File: src/adc_setup_defs.svh
// Constants for the conversion setup block: offsets, fields, reset values, codes
`ifndef ADC_SETUP_DEFS_SVH
`define ADC_SETUP_DEFS_SVH

// Module register addresses (low eight bits of the address port)
`define OFF_COMMAND      8'h00
`define OFF_RESULT_CH1   8'h01
`define OFF_CH1_SETUP_A  8'h02
`define OFF_CH1_SETUP_B  8'h03
`define OFF_RESULT_CH2   8'h04
`define OFF_CH2_SETUP_A  8'h05
`define OFF_CH2_SETUP_B  8'h06
`define OFF_RESULT_TEMP  8'h07
`define OFF_TMP_SETUP_A  8'h08
`define OFF_TMP_SETUP_B  8'h09

// Reset values
`define RST_COMMAND      16'h0000
`define RST_SETUP_A      16'h0000
`define RST_SETUP_B      16'h0070
`define RST_RESULT       16'h0000

// Writable bit masks; unused bits read as zero
`define MASK_COMMAND     16'h0f07
`define MASK_SETUP_A     16'hff7f
`define MASK_SETUP_B_CH  16'h0073
`define MASK_SETUP_B_TMP 16'h0070

// Command register fields
`define CMD_SE_HI        11
`define CMD_SE_LO        8
`define CMD_START_CH1    2
`define CMD_START_CH2    1
`define CMD_START_TMP    0

// Setup A fields
`define SA_GAIN_HI       15
`define SA_GAIN_LO       11
`define SA_DIV_HI        10
`define SA_DIV_LO        8
`define SA_RES_HI        6
`define SA_RES_LO        4
`define SA_CO_HI         3
`define SA_CO_LO         0

// Setup B fields
`define SB_BIAS_HI       6
`define SB_BIAS_LO       4
`define SB_REF_HI        1
`define SB_REF_LO        0

// Control port bits
`define CTL_GO           15
`define CTL_READ         14

// Single-ended selector codes
`define SE_DIFF          4'h0
`define SE_FIXED_LO      4'h4
`define SE_FIXED_HI      4'h7
`define SE_DAC_SMALL     4'h6
`define SE_DAC_LARGE     4'h7

// Fixed-gain marker code on the gain output (not a programmable code)
`define GAIN_FIXED_CODE  5'h1f

// Conversion length: base converter clocks and divisor base shift
`define DIV_BASE_SHIFT   2
`define CLKS_RES0        12'h100
`define CLKS_RES1        12'h140
`define CLKS_RES2        12'h200
`define CLKS_RES3        12'h280
`define CLKS_RES4        12'h320
`define CLKS_RES5        12'h500
`define CLKS_RES6        12'h800

`endif

File: src/adc_setup_pkg.sv
// Types shared by the conversion setup block
package adc_setup_pkg;
	// Conversion target
	typedef enum logic [1:0] {
		TGT_NONE,
		TGT_CH1,
		TGT_CH2,
		TGT_TEMP
	} target_t;
endpackage

File: src/conv_if.sv
// Request and completion between the controller and the conversion timer
`timescale 1ns/1ps
interface conv_if;
	logic        start;      // One-cycle launch pulse
	logic [2:0]  divisor;    // Converter clock divisor code
	logic [2:0]  resolution; // Resolution code
	logic        busy;       // Conversion running
	logic        done;       // One-cycle finish pulse
	logic [15:0] result;     // Result word, valid with done
	modport ctrl (output start, output divisor, output resolution,
		input busy, input done, input result);
	modport timer (input start, input divisor, input resolution,
		output busy, output done, output result);
endinterface

File: src/adc_conversion_setup.sv
// Conversion command, per-target setup registers and conversion sequencing
`timescale 1ns/1ps
`include "adc_setup_defs.svh"
module adc_conversion_setup #(
	parameter int COUNT_W = 24 // Conversion counter width
) (
	// Clock and reset
	input  wire logic        i_clk,
	input  wire logic        i_rst,
	// CPU module ports: data, address, control
	input  wire logic [15:0] i_port_data,
	input  wire logic [7:0]  i_port_addr,
	input  wire logic [15:0] i_port_ctrl,
	input  wire logic        i_port_ctrl_we,
	output logic      [15:0] o_read_data,
	output logic             o_read_valid,
	output logic             o_ctrl_busy,
	// CPU halt
	output logic             o_cpu_halt,
	// Converter result from the analog side
	input  wire logic [15:0] i_sample,
	// Analog setup for the active conversion
	output logic [3:0]       o_single_ended_select,
	output logic             o_target_ch_two,
	output logic             o_target_temp,
	output logic [4:0]       o_gain,
	output logic             o_gain_fixed,
	output logic             o_buffer_unity,
	output logic [2:0]       o_divisor,
	output logic [2:0]       o_resolution,
	output logic [3:0]       o_coarse_offset,
	output logic [2:0]       o_bias,
	output logic [1:0]       o_reference,
	output logic             o_converting
);
	conv_if conv ();

	// Register file
	logic [15:0] conversion_command;
	logic [15:0] channel1_setup_a;
	logic [15:0] channel1_setup_b;
	logic [15:0] channel2_setup_a;
	logic [15:0] channel2_setup_b;
	logic [15:0] temperature_setup_a;
	logic [15:0] temperature_setup_b;
	logic [15:0] result_ch_one;
	logic [15:0] result_ch_two;
	logic [15:0] result_temp;
	logic [15:0] next_command;
	logic [15:0] next_ch1_a;
	logic [15:0] next_ch1_b;
	logic [15:0] next_ch2_a;
	logic [15:0] next_ch2_b;
	logic [15:0] next_tmp_a;
	logic [15:0] next_tmp_b;
	logic [15:0] next_res1;
	logic [15:0] next_res2;
	logic [15:0] next_rest;
	logic [15:0] read_data;      // Registered read answer
	logic [15:0] next_read_data;
	logic        read_valid;
	logic        next_read_valid;

	// Sequencer state
	typedef enum logic [1:0] {IDLE, LAUNCH, RUN} seq_state_t;
	seq_state_t              state;
	seq_state_t              next_state;
	adc_setup_pkg::target_t  target;      // Target latched at launch
	adc_setup_pkg::target_t  next_target;
	adc_setup_pkg::target_t  pick;        // Target chosen from command
	logic [3:0]              single_ended_select;
	logic                    start_channel_one;
	logic                    start_channel_two;
	logic                    start_temperature;
	logic [15:0]             setup_a;     // Setup A of the active target
	logic [15:0]             setup_b;     // Setup B of the active target
	logic                    wr;
	logic                    rd;

	// Command fields
	assign single_ended_select = conversion_command[`CMD_SE_HI:`CMD_SE_LO];
	assign start_channel_one   = conversion_command[`CMD_START_CH1];
	assign start_channel_two   = conversion_command[`CMD_START_CH2];
	assign start_temperature   = conversion_command[`CMD_START_TMP];

	// Port operation strobes; a write of the control port with go set
	assign wr = i_port_ctrl_we && i_port_ctrl[`CTL_GO] && !i_port_ctrl[`CTL_READ];
	assign rd = i_port_ctrl_we && i_port_ctrl[`CTL_GO] && i_port_ctrl[`CTL_READ];

	// Target priority: channel 1, then channel 2, then temperature alone
	always_comb begin
		if (start_channel_one) begin
			pick = adc_setup_pkg::TGT_CH1;
		end else if (start_channel_two) begin
			pick = adc_setup_pkg::TGT_CH2;
		end else if (start_temperature && single_ended_select == `SE_DIFF) begin
			pick = adc_setup_pkg::TGT_TEMP;
		end else begin
			// Temperature with nonzero selector is undefined; do nothing
			pick = adc_setup_pkg::TGT_NONE;
		end
	end

	// Setup registers of the active target
	always_comb begin
		unique case (target)
			adc_setup_pkg::TGT_CH2: begin
				setup_a = channel2_setup_a;
				setup_b = channel2_setup_b;
			end
			adc_setup_pkg::TGT_TEMP: begin
				setup_a = temperature_setup_a;
				setup_b = temperature_setup_b;
			end
			default: begin
				setup_a = channel1_setup_a;
				setup_b = channel1_setup_b;
			end
		endcase
	end

	// Sequencer next state: launch, wait for done, write result, clear start
	always_comb begin
		next_state  = state;
		next_target = target;
		next_res1   = result_ch_one;
		next_res2   = result_ch_two;
		next_rest   = result_temp;
		unique case (state)
			IDLE: begin
				// Launch only when no port write is landing this cycle
				if (pick != adc_setup_pkg::TGT_NONE && !wr) begin
					next_target = pick;
					next_state  = LAUNCH;
				end
			end
			LAUNCH: next_state = RUN;
			RUN: begin
				if (conv.done) begin
					unique case (target)
						adc_setup_pkg::TGT_CH1:  next_res1 = conv.result;
						adc_setup_pkg::TGT_CH2:  next_res2 = conv.result;
						adc_setup_pkg::TGT_TEMP: next_rest = conv.result;
						default:                 next_res1 = result_ch_one;
					endcase
					next_target = adc_setup_pkg::TGT_NONE;
					next_state  = IDLE;
				end
			end
		endcase
	end

	// Launch request to the timer with resolution and divisor of target
	assign conv.start      = (state == LAUNCH);
	assign conv.divisor    = setup_a[`SA_DIV_HI:`SA_DIV_LO];
	assign conv.resolution = setup_a[`SA_RES_HI:`SA_RES_LO];

	// Register writes, masked; the finishing conversion clears its start bit
	always_comb begin
		next_command = conversion_command;
		next_ch1_a   = channel1_setup_a;
		next_ch1_b   = channel1_setup_b;
		next_ch2_a   = channel2_setup_a;
		next_ch2_b   = channel2_setup_b;
		next_tmp_a   = temperature_setup_a;
		next_tmp_b   = temperature_setup_b;
		// CPU is halted while running, so writes only land in IDLE
		if (wr && state == IDLE) begin
			unique case (i_port_addr)
				`OFF_COMMAND:     next_command = i_port_data & `MASK_COMMAND;
				`OFF_CH1_SETUP_A: next_ch1_a   = i_port_data & `MASK_SETUP_A;
				`OFF_CH1_SETUP_B: next_ch1_b   = i_port_data & `MASK_SETUP_B_CH;
				`OFF_CH2_SETUP_A: next_ch2_a   = i_port_data & `MASK_SETUP_A;
				`OFF_CH2_SETUP_B: next_ch2_b   = i_port_data & `MASK_SETUP_B_CH;
				`OFF_TMP_SETUP_A: next_tmp_a   = i_port_data & `MASK_SETUP_A;
				`OFF_TMP_SETUP_B: next_tmp_b   = i_port_data & `MASK_SETUP_B_TMP;
				default:          next_command = conversion_command;
			endcase
		end
		if (state == RUN && conv.done) begin
			unique case (target)
				adc_setup_pkg::TGT_CH1:  next_command[`CMD_START_CH1] = 1'b0;
				adc_setup_pkg::TGT_CH2:  next_command[`CMD_START_CH2] = 1'b0;
				adc_setup_pkg::TGT_TEMP: next_command[`CMD_START_TMP] = 1'b0;
				default:                 next_command = conversion_command;
			endcase
		end
	end

	// Read answer; unmapped addresses read zero
	always_comb begin
		next_read_data  = read_data;
		next_read_valid = 1'b0;
		if (rd && state == IDLE) begin
			next_read_valid = 1'b1;
			unique case (i_port_addr)
				`OFF_COMMAND:     next_read_data = conversion_command;
				`OFF_RESULT_CH1:  next_read_data = result_ch_one;
				`OFF_CH1_SETUP_A: next_read_data = channel1_setup_a;
				`OFF_CH1_SETUP_B: next_read_data = channel1_setup_b;
				`OFF_RESULT_CH2:  next_read_data = result_ch_two;
				`OFF_CH2_SETUP_A: next_read_data = channel2_setup_a;
				`OFF_CH2_SETUP_B: next_read_data = channel2_setup_b;
				`OFF_RESULT_TEMP: next_read_data = result_temp;
				`OFF_TMP_SETUP_A: next_read_data = temperature_setup_a;
				`OFF_TMP_SETUP_B: next_read_data = temperature_setup_b;
				default:          next_read_data = 16'h0000;
			endcase
		end
	end

	// All state registers
	always_ff @(posedge i_clk) begin
		if (i_rst) begin
			state               <= IDLE;
			target              <= adc_setup_pkg::TGT_NONE;
			conversion_command  <= `RST_COMMAND;
			channel1_setup_a    <= `RST_SETUP_A;
			channel1_setup_b    <= `RST_SETUP_B;
			channel2_setup_a    <= `RST_SETUP_A;
			channel2_setup_b    <= `RST_SETUP_B;
			temperature_setup_a <= `RST_SETUP_A;
			temperature_setup_b <= `RST_SETUP_B;
			result_ch_one       <= `RST_RESULT;
			result_ch_two       <= `RST_RESULT;
			result_temp         <= `RST_RESULT;
			read_data           <= 16'h0000;
			read_valid          <= 1'b0;
		end else begin
			state               <= next_state;
			target              <= next_target;
			conversion_command  <= next_command;
			channel1_setup_a    <= next_ch1_a;
			channel1_setup_b    <= next_ch1_b;
			channel2_setup_a    <= next_ch2_a;
			channel2_setup_b    <= next_ch2_b;
			temperature_setup_a <= next_tmp_a;
			temperature_setup_b <= next_tmp_b;
			result_ch_one       <= next_res1;
			result_ch_two       <= next_res2;
			result_temp         <= next_rest;
			read_data           <= next_read_data;
			read_valid          <= next_read_valid;
		end
	end

	// Conversion timer
	conv_timer #(
		.COUNT_W (COUNT_W)
	) u_timer (
		.i_clk    (i_clk),
		.i_rst    (i_rst),
		.i_sample (i_sample),
		.conv     (conv.timer)
	);

	// Analog setup outputs; selector only meaningful while converting
	always_comb begin
		o_single_ended_select = single_ended_select;
		o_target_ch_two       = (target == adc_setup_pkg::TGT_CH2);
		o_target_temp         = (target == adc_setup_pkg::TGT_TEMP);
		o_gain_fixed          = (target != adc_setup_pkg::TGT_TEMP)
			&& single_ended_select >= `SE_FIXED_LO
			&& single_ended_select <= `SE_FIXED_HI;
		o_gain                = o_gain_fixed ? `GAIN_FIXED_CODE
			: setup_a[`SA_GAIN_HI:`SA_GAIN_LO];
		o_buffer_unity        = (target != adc_setup_pkg::TGT_TEMP)
			&& (single_ended_select == `SE_DAC_SMALL
			|| single_ended_select == `SE_DAC_LARGE);
		o_divisor             = setup_a[`SA_DIV_HI:`SA_DIV_LO];
		o_resolution          = setup_a[`SA_RES_HI:`SA_RES_LO];
		o_coarse_offset       = setup_a[`SA_CO_HI:`SA_CO_LO];
		o_bias                = setup_b[`SB_BIAS_HI:`SB_BIAS_LO];
		o_reference           = setup_b[`SB_REF_HI:`SB_REF_LO];
	end

	// Halt while a conversion is pending or running
	assign o_cpu_halt   = (state != IDLE);
	assign o_converting = (state == RUN);
	assign o_ctrl_busy  = (state != IDLE);
	assign o_read_data  = read_data;
	assign o_read_valid = read_valid;
endmodule

File: src/conv_timer.sv
// Times one conversion in system clocks and captures the converter result
`timescale 1ns/1ps
`include "adc_setup_defs.svh"
module conv_timer #(
	parameter int COUNT_W = 24 // Wide enough for 2048 x 128 x 4
) (
	// Clock and reset
	input  wire logic i_clk,
	input  wire logic i_rst,
	// Converter sample data
	input  wire logic [15:0] i_sample,
	// Controller side
	conv_if.timer     conv
);
	logic [COUNT_W-1:0] count;      // Remaining system clocks
	logic [COUNT_W-1:0] next_count;
	logic               busy;
	logic               next_busy;
	logic [15:0]        result;
	logic [15:0]        next_result;
	logic               done;
	logic               next_done;
	logic [11:0]        base;       // Converter clocks per conversion

	// Converter clocks per resolution code; code 111 treated as longest
	always_comb begin
		unique case (conv.resolution)
			3'h0: base = `CLKS_RES0;
			3'h1: base = `CLKS_RES1;
			3'h2: base = `CLKS_RES2;
			3'h3: base = `CLKS_RES3;
			3'h4: base = `CLKS_RES4;
			3'h5: base = `CLKS_RES5;
			default: base = `CLKS_RES6;
		endcase
	end

	// Next state: load length on start, count down, pulse done when the count reaches one
	always_comb begin
		next_count  = count;
		next_busy   = busy;
		next_result = result;
		next_done   = 1'b0;
		if (conv.start && !busy) begin
			// Length = clocks x (4 << divisor) system clocks
			next_count = COUNT_W'(({12'h000, base} << conv.divisor) << `DIV_BASE_SHIFT);
			next_busy  = 1'b1;
		end else if (busy) begin
			if (count <= COUNT_W'(1)) begin
				next_busy   = 1'b0;
				next_done   = 1'b1;
				next_result = i_sample;
			end else begin
				next_count = count - COUNT_W'(1);
			end
		end
	end

	// Registers
	always_ff @(posedge i_clk) begin
		if (i_rst) begin
			count  <= '0;
			busy   <= 1'b0;
			result <= `RST_RESULT;
			done   <= 1'b0;
		end else begin
			count  <= next_count;
			busy   <= next_busy;
			result <= next_result;
			done   <= next_done;
		end
	end

	assign conv.busy   = busy;
	assign conv.done   = done;
	assign conv.result = result;
endmodule

File: config.mk
export PLATFORM = sky130hd
export DESIGN_NAME = adc_conversion_setup
export DESIGN_NICKNAME = d
export VERILOG_FILES = /design/src/adc_setup_pkg.sv /design/src/conv_if.sv /design/src/adc_conversion_setup.sv /design/src/conv_timer.sv
export VERILOG_INCLUDE_DIRS = /design/src
export SDC_FILE = /design/constraint.sdc
export NUM_CORES = 1
export LEC_CHECK = 0
export BUFFER_PORTS_ARGS = -buffer_cell sky130_fd_sc_hd__buf_2
export CELL_PAD_IN_SITES_DETAIL_PLACEMENT = 1
export CELL_PAD_IN_SITES_GLOBAL_PLACEMENT = 2
export CORE_MARGIN = 8
export CORE_UTILIZATION = 38
export DETAILED_ROUTE_END_ITERATION = 6
export GPL_TIMING_DRIVEN = 1
export PLACE_DENSITY_LB_ADDON = 0.1
export SLEW_MARGIN = 40
export SYNTH_ARGS = -nofsm -noshare
export SYNTH_HDL_FRONTEND = slang
export SYNTH_HIERARCHICAL = 1
export SYNTH_SLANG_ARGS = --single-unit
File: constraint.sdc
create_clock -name i_clk -period 3.97 [get_ports i_clk]
set_input_delay 0.794 -clock i_clk [delete_from_list [all_inputs] [get_ports i_clk]]
set_output_delay 0.794 -clock i_clk [all_outputs]
set_load 0.01 [all_outputs]
==> results of run 1 <==
layer usage:
layer  vias up  track usage
met5         -            0
met4         0       0.0941
met3        52       0.0388
met2       166        0.342
met1      4166        0.300
li1       4099            -
final cells by class:
cell class	instances	area (sq um)	area share
well taps	324	405	0.0387
clock buffers	19	443	0.0423
multi-input cells	833	5250	0.501
inverters	19	71.3	0.00681
clock inverters	11	98.8	0.00944
flip-flops and latches	176	3520	0.336
repair buffers	119	684	0.0653
kinds of logic (layout without fill, tap and decap cells):
group / after synthesis / in the layout / share of synthesized area
AO/OA/AOI/OAI: 259 / 259 / 0.182
AND/OR/NAND/NOR: 458 / 458 / 0.257
adder cells (fa/ha/maj): 5 / 5 / 0.00680
multiplexers: 103 / 103 / 0.114
flip-flops: 176 / 176 / 0.383
XOR/XNOR: 8 / 8 / 0.00761
buffers and inverters: 106 / 168 / 0.0491
Yosys cell counts (all sizes together) (17+ instances only):
library cell / count / share of area
nor2: 84 / 0.034
nor4: 17 / 0.019
clkbuf: 64 / 0.026
a21oi: 94 / 0.051
nand3: 17 / 0.0092
dfxtp: 176 / 0.38
buf: 23 / 0.015
nand2: 176 / 0.072
o21ai: 41 / 0.022
mux2i: 94 / 0.10
nand2b: 41 / 0.028
nor2b: 24 / 0.016
inv: 19 / 0.0077
sequential cells by signal, indices dropped and copies added, names as in the netlist, 16 cells and up:
signal / count
result_ch_one: 16
result_temp: 16
result_ch_two: 16
u_timer/count: 24
o_read_data: 16
u_timer/conv.result: 16
worst max-delay path, delay by kind of cell (launching register included):
family	cells	cell delay, ns
simple gates	3	0.68
buf+inv	3	0.51
flops	1	0.53
worst max-delay path by stage:
| stage | start | to | slack (ns) | cells after the start |
|---|---|---|---|---|
| floorplan | target[0] | u_timer/count[14] | 1.15 | 9 |
| global placement | i_port_addr[5] | o_read_data[5] | 1.07 | 5 |
| detailed placement | i_port_addr[5] | o_read_data[5] | 1.04 | 5 |
| CTS | target[0] | o_buffer_unity | 0.99 | 6 |
| global route | target[0] | u_timer/count[14] | 0.91 | 8 |
| finish | target[0] | o_buffer_unity | 1.02 | 6 |
power groups by stage:
stage / sequential [mW] / combinational, mW / clock (mW)
2_1_floorplan: 2.07 / 1.53 / 0
3_3_place_gp: 2.13 / 1.89 / 0
3_5_place_dp: 2.13 / 1.89 / 0
4_1_cts: 2.10 / 1.91 / 1.64
5_1_grt: 2.12 / 2.13 / 1.71
6_report: 2.10 / 1.91 / 1.61
per-stage QoR:
step                cell area (sq um)   util
finish                          10500  0.436
detailed placement               9920  0.413
floorplan                        9200      -
global placement                 9910  0.412
global route                    10500  0.436
CTS                             10500  0.435
==> metrics.yaml, run 1 <==
drv_slew: 0
ys_warn_count: 6
setup_violations: 0
fillers: 2944
cts.sinks: 176
final_hold_viol_count: 0
p_clk_frac: 0.286
die_x_microns: 172
gp_congestion: 0.834
start_kind: "register"
p_int_mw: 3.41
rr_worst_depth: 5
r2r-end: "u_timer/count[12]"
syn_area_sq_um: 9200
core_sq_um: 24000
grt_pass1_wl_mm: 50.4
grt_max_degree: 76
holdPathEnd: "o_read_data[7]"
holdBufCountCts: 0
switching_share: 0.392
dr_wl_met3_mm: 1.43
grt-ovfl-total: 0
wire_per_inst_microns: 21.5
rows: 57
cts_setup_buffers: 0
numCtsBuffers: 17
clock_skew_ns: 0.0104
path_cells: "buf_4, nand2_1, nand3b_1, inv_1, and2_1, buf_2"
htreeDepth: 4
drive_gt1_frac: 0.155
fin_crit_sh: 0.743
avgSynthCellArea_sq_um: 8.25
pre_cts_ws_ns: 1.04
ys_seq_elements: 176
hold_ws_ns: 0.459
crit_arrival_ns: 2.15
n_antenna_cell: 0
power_per_cell_area_nw_per_um2: 536
clockBufferDepth: 2
cts.repair.resized: 0
route.detailed.drc: 0
synth-async-reset-ratio: 0
syn2layout_area_growth_pct: 13.8
timing.fmax_mhz: 339
die_area_sq_um: 29500
via_per_inst: 5.65
vias: 8483
synth.net_count: 1179
r2r_start: "u_timer/count[2]"
drtIter0Drc: 501
synth_flop_cell: "dfxtp_1"
insertion_delay_ns: 0.43
power_mw: 5.61
tightest_slew_ns: 0.823
synthCells: 1115
power_frac_comb: 0.340
clk_pin_slew_worst_paths_ns: 0.07
critPathKind: "register to output port"
p_seq_frac: 0.374
slowest_stage: "dfxtp_1"
nNetsFinal: 1230
ff2ff_setup_slack_ns: 1.14
slew_headroom: 0.450
drt_first_pass_iters: 5
grt_use_total: 0.222
min_from: "o_read_data[7]"
ir_drop_mv: 0.540
synth_edf_count: 0
hold_depth: 2
ant_nets: 0
cts_tree: "built"
power.leakage_nw: 3.83
ios: 107
rsz0062_at_grt: "no"
yosysSeqAreaShare: 0.383
end_kind: "output port"
drt-met1-wl_mm: 15.6
wl_mm: 32.3
top_layer: "met4"
fin_cells: 1501
antenna_found_initial: 0
final.min_clock_period_ns: 2.95
mostFrequentLayoutCells: "175 x nand2_1, 175 x dfxtp_1, 94 x mux2i_1, 94 x a21oi_1, 90 x buf_2"
io_buffers: 91
hold_path.class: "register to register"
p_sw_mw: 2.20
wl_met2_mm: 14.1
grt_pass1_vias: 8569
cp_slowest_stage_delay_ns: 0.53
placed_cells_incl_taps: 1470
cp.required_ns: 3.18
status: "finished clean"
path_max_fanout: 11
start_util: 0.383
dp_hpwl_mm: 23.4
fp.dieH_microns: 172
synth_cell_type_count: 75
clockRootBuffer: "clkbuf_16"
drv_cap: 0
fin_ws_ns: 1.02
fin_tns_setup_ns: 0
No activity file was read; power rests on OpenSTA's default activity.
==> inputs of run 2 (changes only) <==
CORE_UTILIZATION = 35   (was 38)
clock period = 2.8 ns   (was 3.97 ns; I/O delays follow)
==> metrics.yaml, run 2 (synthesized netlist as in run 1, its figures left out) <==
nNetsFinal: 1259
gp_congestion: 0.867
mostFrequentLayoutCells: "175 x nand2_1, 174 x dfxtp_1, 94 x mux2i_1"
syn2layout_area_growth_pct: 16.6
timing.fmax_mhz: 380
p_clk_frac: 0.275
placed_cells_incl_taps: 1511
fin_cells: 1543
ant_nets: 0
final_common_cell: "nand2_1"
core_sq_um: 25900
tightest_slew_ns: 0.701
power.leakage_nw: 3.98
crit_arrival_ns: 2.07
power_frac_comb: 0.368
ios: 107
vias: 8595
rows: 59
final_hold_viol_count: 0
end_kind: "output port"
cp.required_ns: 2.24
fin_ws_ns: 0.167
fp.dieH_microns: 178
drv_slew: 0
holdBufCountCts: 0
drt_first_pass_iters: 4
p_sw_mw: 3.23
critPathKind: "register to output port"
route.detailed.drc: 0
clk_pin_slew_worst_paths_ns: 0.07
final_cell_area_sq_um: 10700
die_x_microns: 178
drive_gt1_frac: 0.175
numCtsBuffers: 17
clockBufferDepth: 2
final.min_clock_period_ns: 2.63
wl_mm: 34.5
io_buffers: 91
antenna_found_initial: 0
power_mw: 8.35
p_seq_frac: 0.356
wire_per_inst_microns: 22.4
grt-ovfl-total: 0
ff2ff_setup_slack_ns: 0.25
cts_tree: "built"
grt_pass1_vias: 8527
slew_headroom: 0.529
top_register: "u_timer/count"
fin_crit_sh: 0.940
dp_hpwl_mm: 25.8
largest_reg_flops: 24
path_max_fanout: 12
grt_use_total: 0.219
hold_ws_ns: 0.357
ir_drop_mv: 0.951
rsz0062_at_grt: "no"
drtIter0Drc: 417
power_per_cell_area_nw_per_um2: 778
clock_skew_ns: 0.0177
htreeDepth: 4
start_kind: "register"
start_util: 0.355
grt_max_degree: 85
grt_pass1_wl_mm: 52.9
pre_cts_ws_ns: 0.264
placed_cell_area_sq_um: 10200
insertion_delay_ns: 0.45
cts.sinks: 176
fin_util: 0.414
fin_tns_setup_ns: 0
die_area_sq_um: 31700
hold_path.class: "input port to register"
setup_violations: 0
switching_share: 0.387
status: "finished clean"
p_int_mw: 5.12
via_per_inst: 5.57
clockRootBuffer: "clkbuf_16"
n_antenna_cell: 0
drv_cap: 0
-- run 2: worst max-delay path, cell delays in order (launching register included) --
cell     delay, ns
dfxtp_2       0.44
buf_4         0.25
buf_6         0.22
mux2i_1       0.20
nand2_1       0.06
o21ai_0       0.18
nand2_1       0.11
buf_2         0.16
-- run 2: what timing repair did --
item,CTS,global route
setup endpoints to repair,4,4
buffers inserted,0,0
cloned,0,0
gates resized for setup,2,3
pin swaps,0,0
-- run 2: path summary, 6_finish.rpt --
| kind | startpoint | to | depth (start not counted) |
|---|---|---|---|
| min reg2reg | o_read_data[7] | o_read_data[7] | 2 |
| max | target[0] | o_gain[2] | 7 |
| max reg2reg | u_timer/count[6] | u_timer/count[16] | 5 |
| min | i_sample[12] | u_timer/conv.result[12] | 3 |
-- run 2: layout make-up --
type	count	area [sq um]
timing repair buffer	148	935
sequential	176	3530
fill	3100	15200
inverter	19	71.3
multi-input combinational	833	5240
tap	335	419
clock buffer	19	443
clock inverter	13	100
-- run 2: power groups by stage --
stage	Sequential, mW	Clock (mW)	Combinational, mW
2_1_floorplan	2.93	0	2.17
4_1_cts	2.97	2.36	3.11
3_5_place_dp	3.03	0	3.08
6_report	2.97	2.30	3.08
3_3_place_gp	3.02	0	3.04
5_1_grt	3.02	2.45	3.40
-- run 2: layer usage --
metal  part of all wire  wire length, microns  track usage  up-vias
met1               0.48                 16400        0.295     4216
li1                   -                     -            -     4155
met2               0.45                 15500        0.341      177
met5                  0                     0            0        -
met3              0.042                  1450       0.0351       47
met4              0.035                  1190       0.0955        0
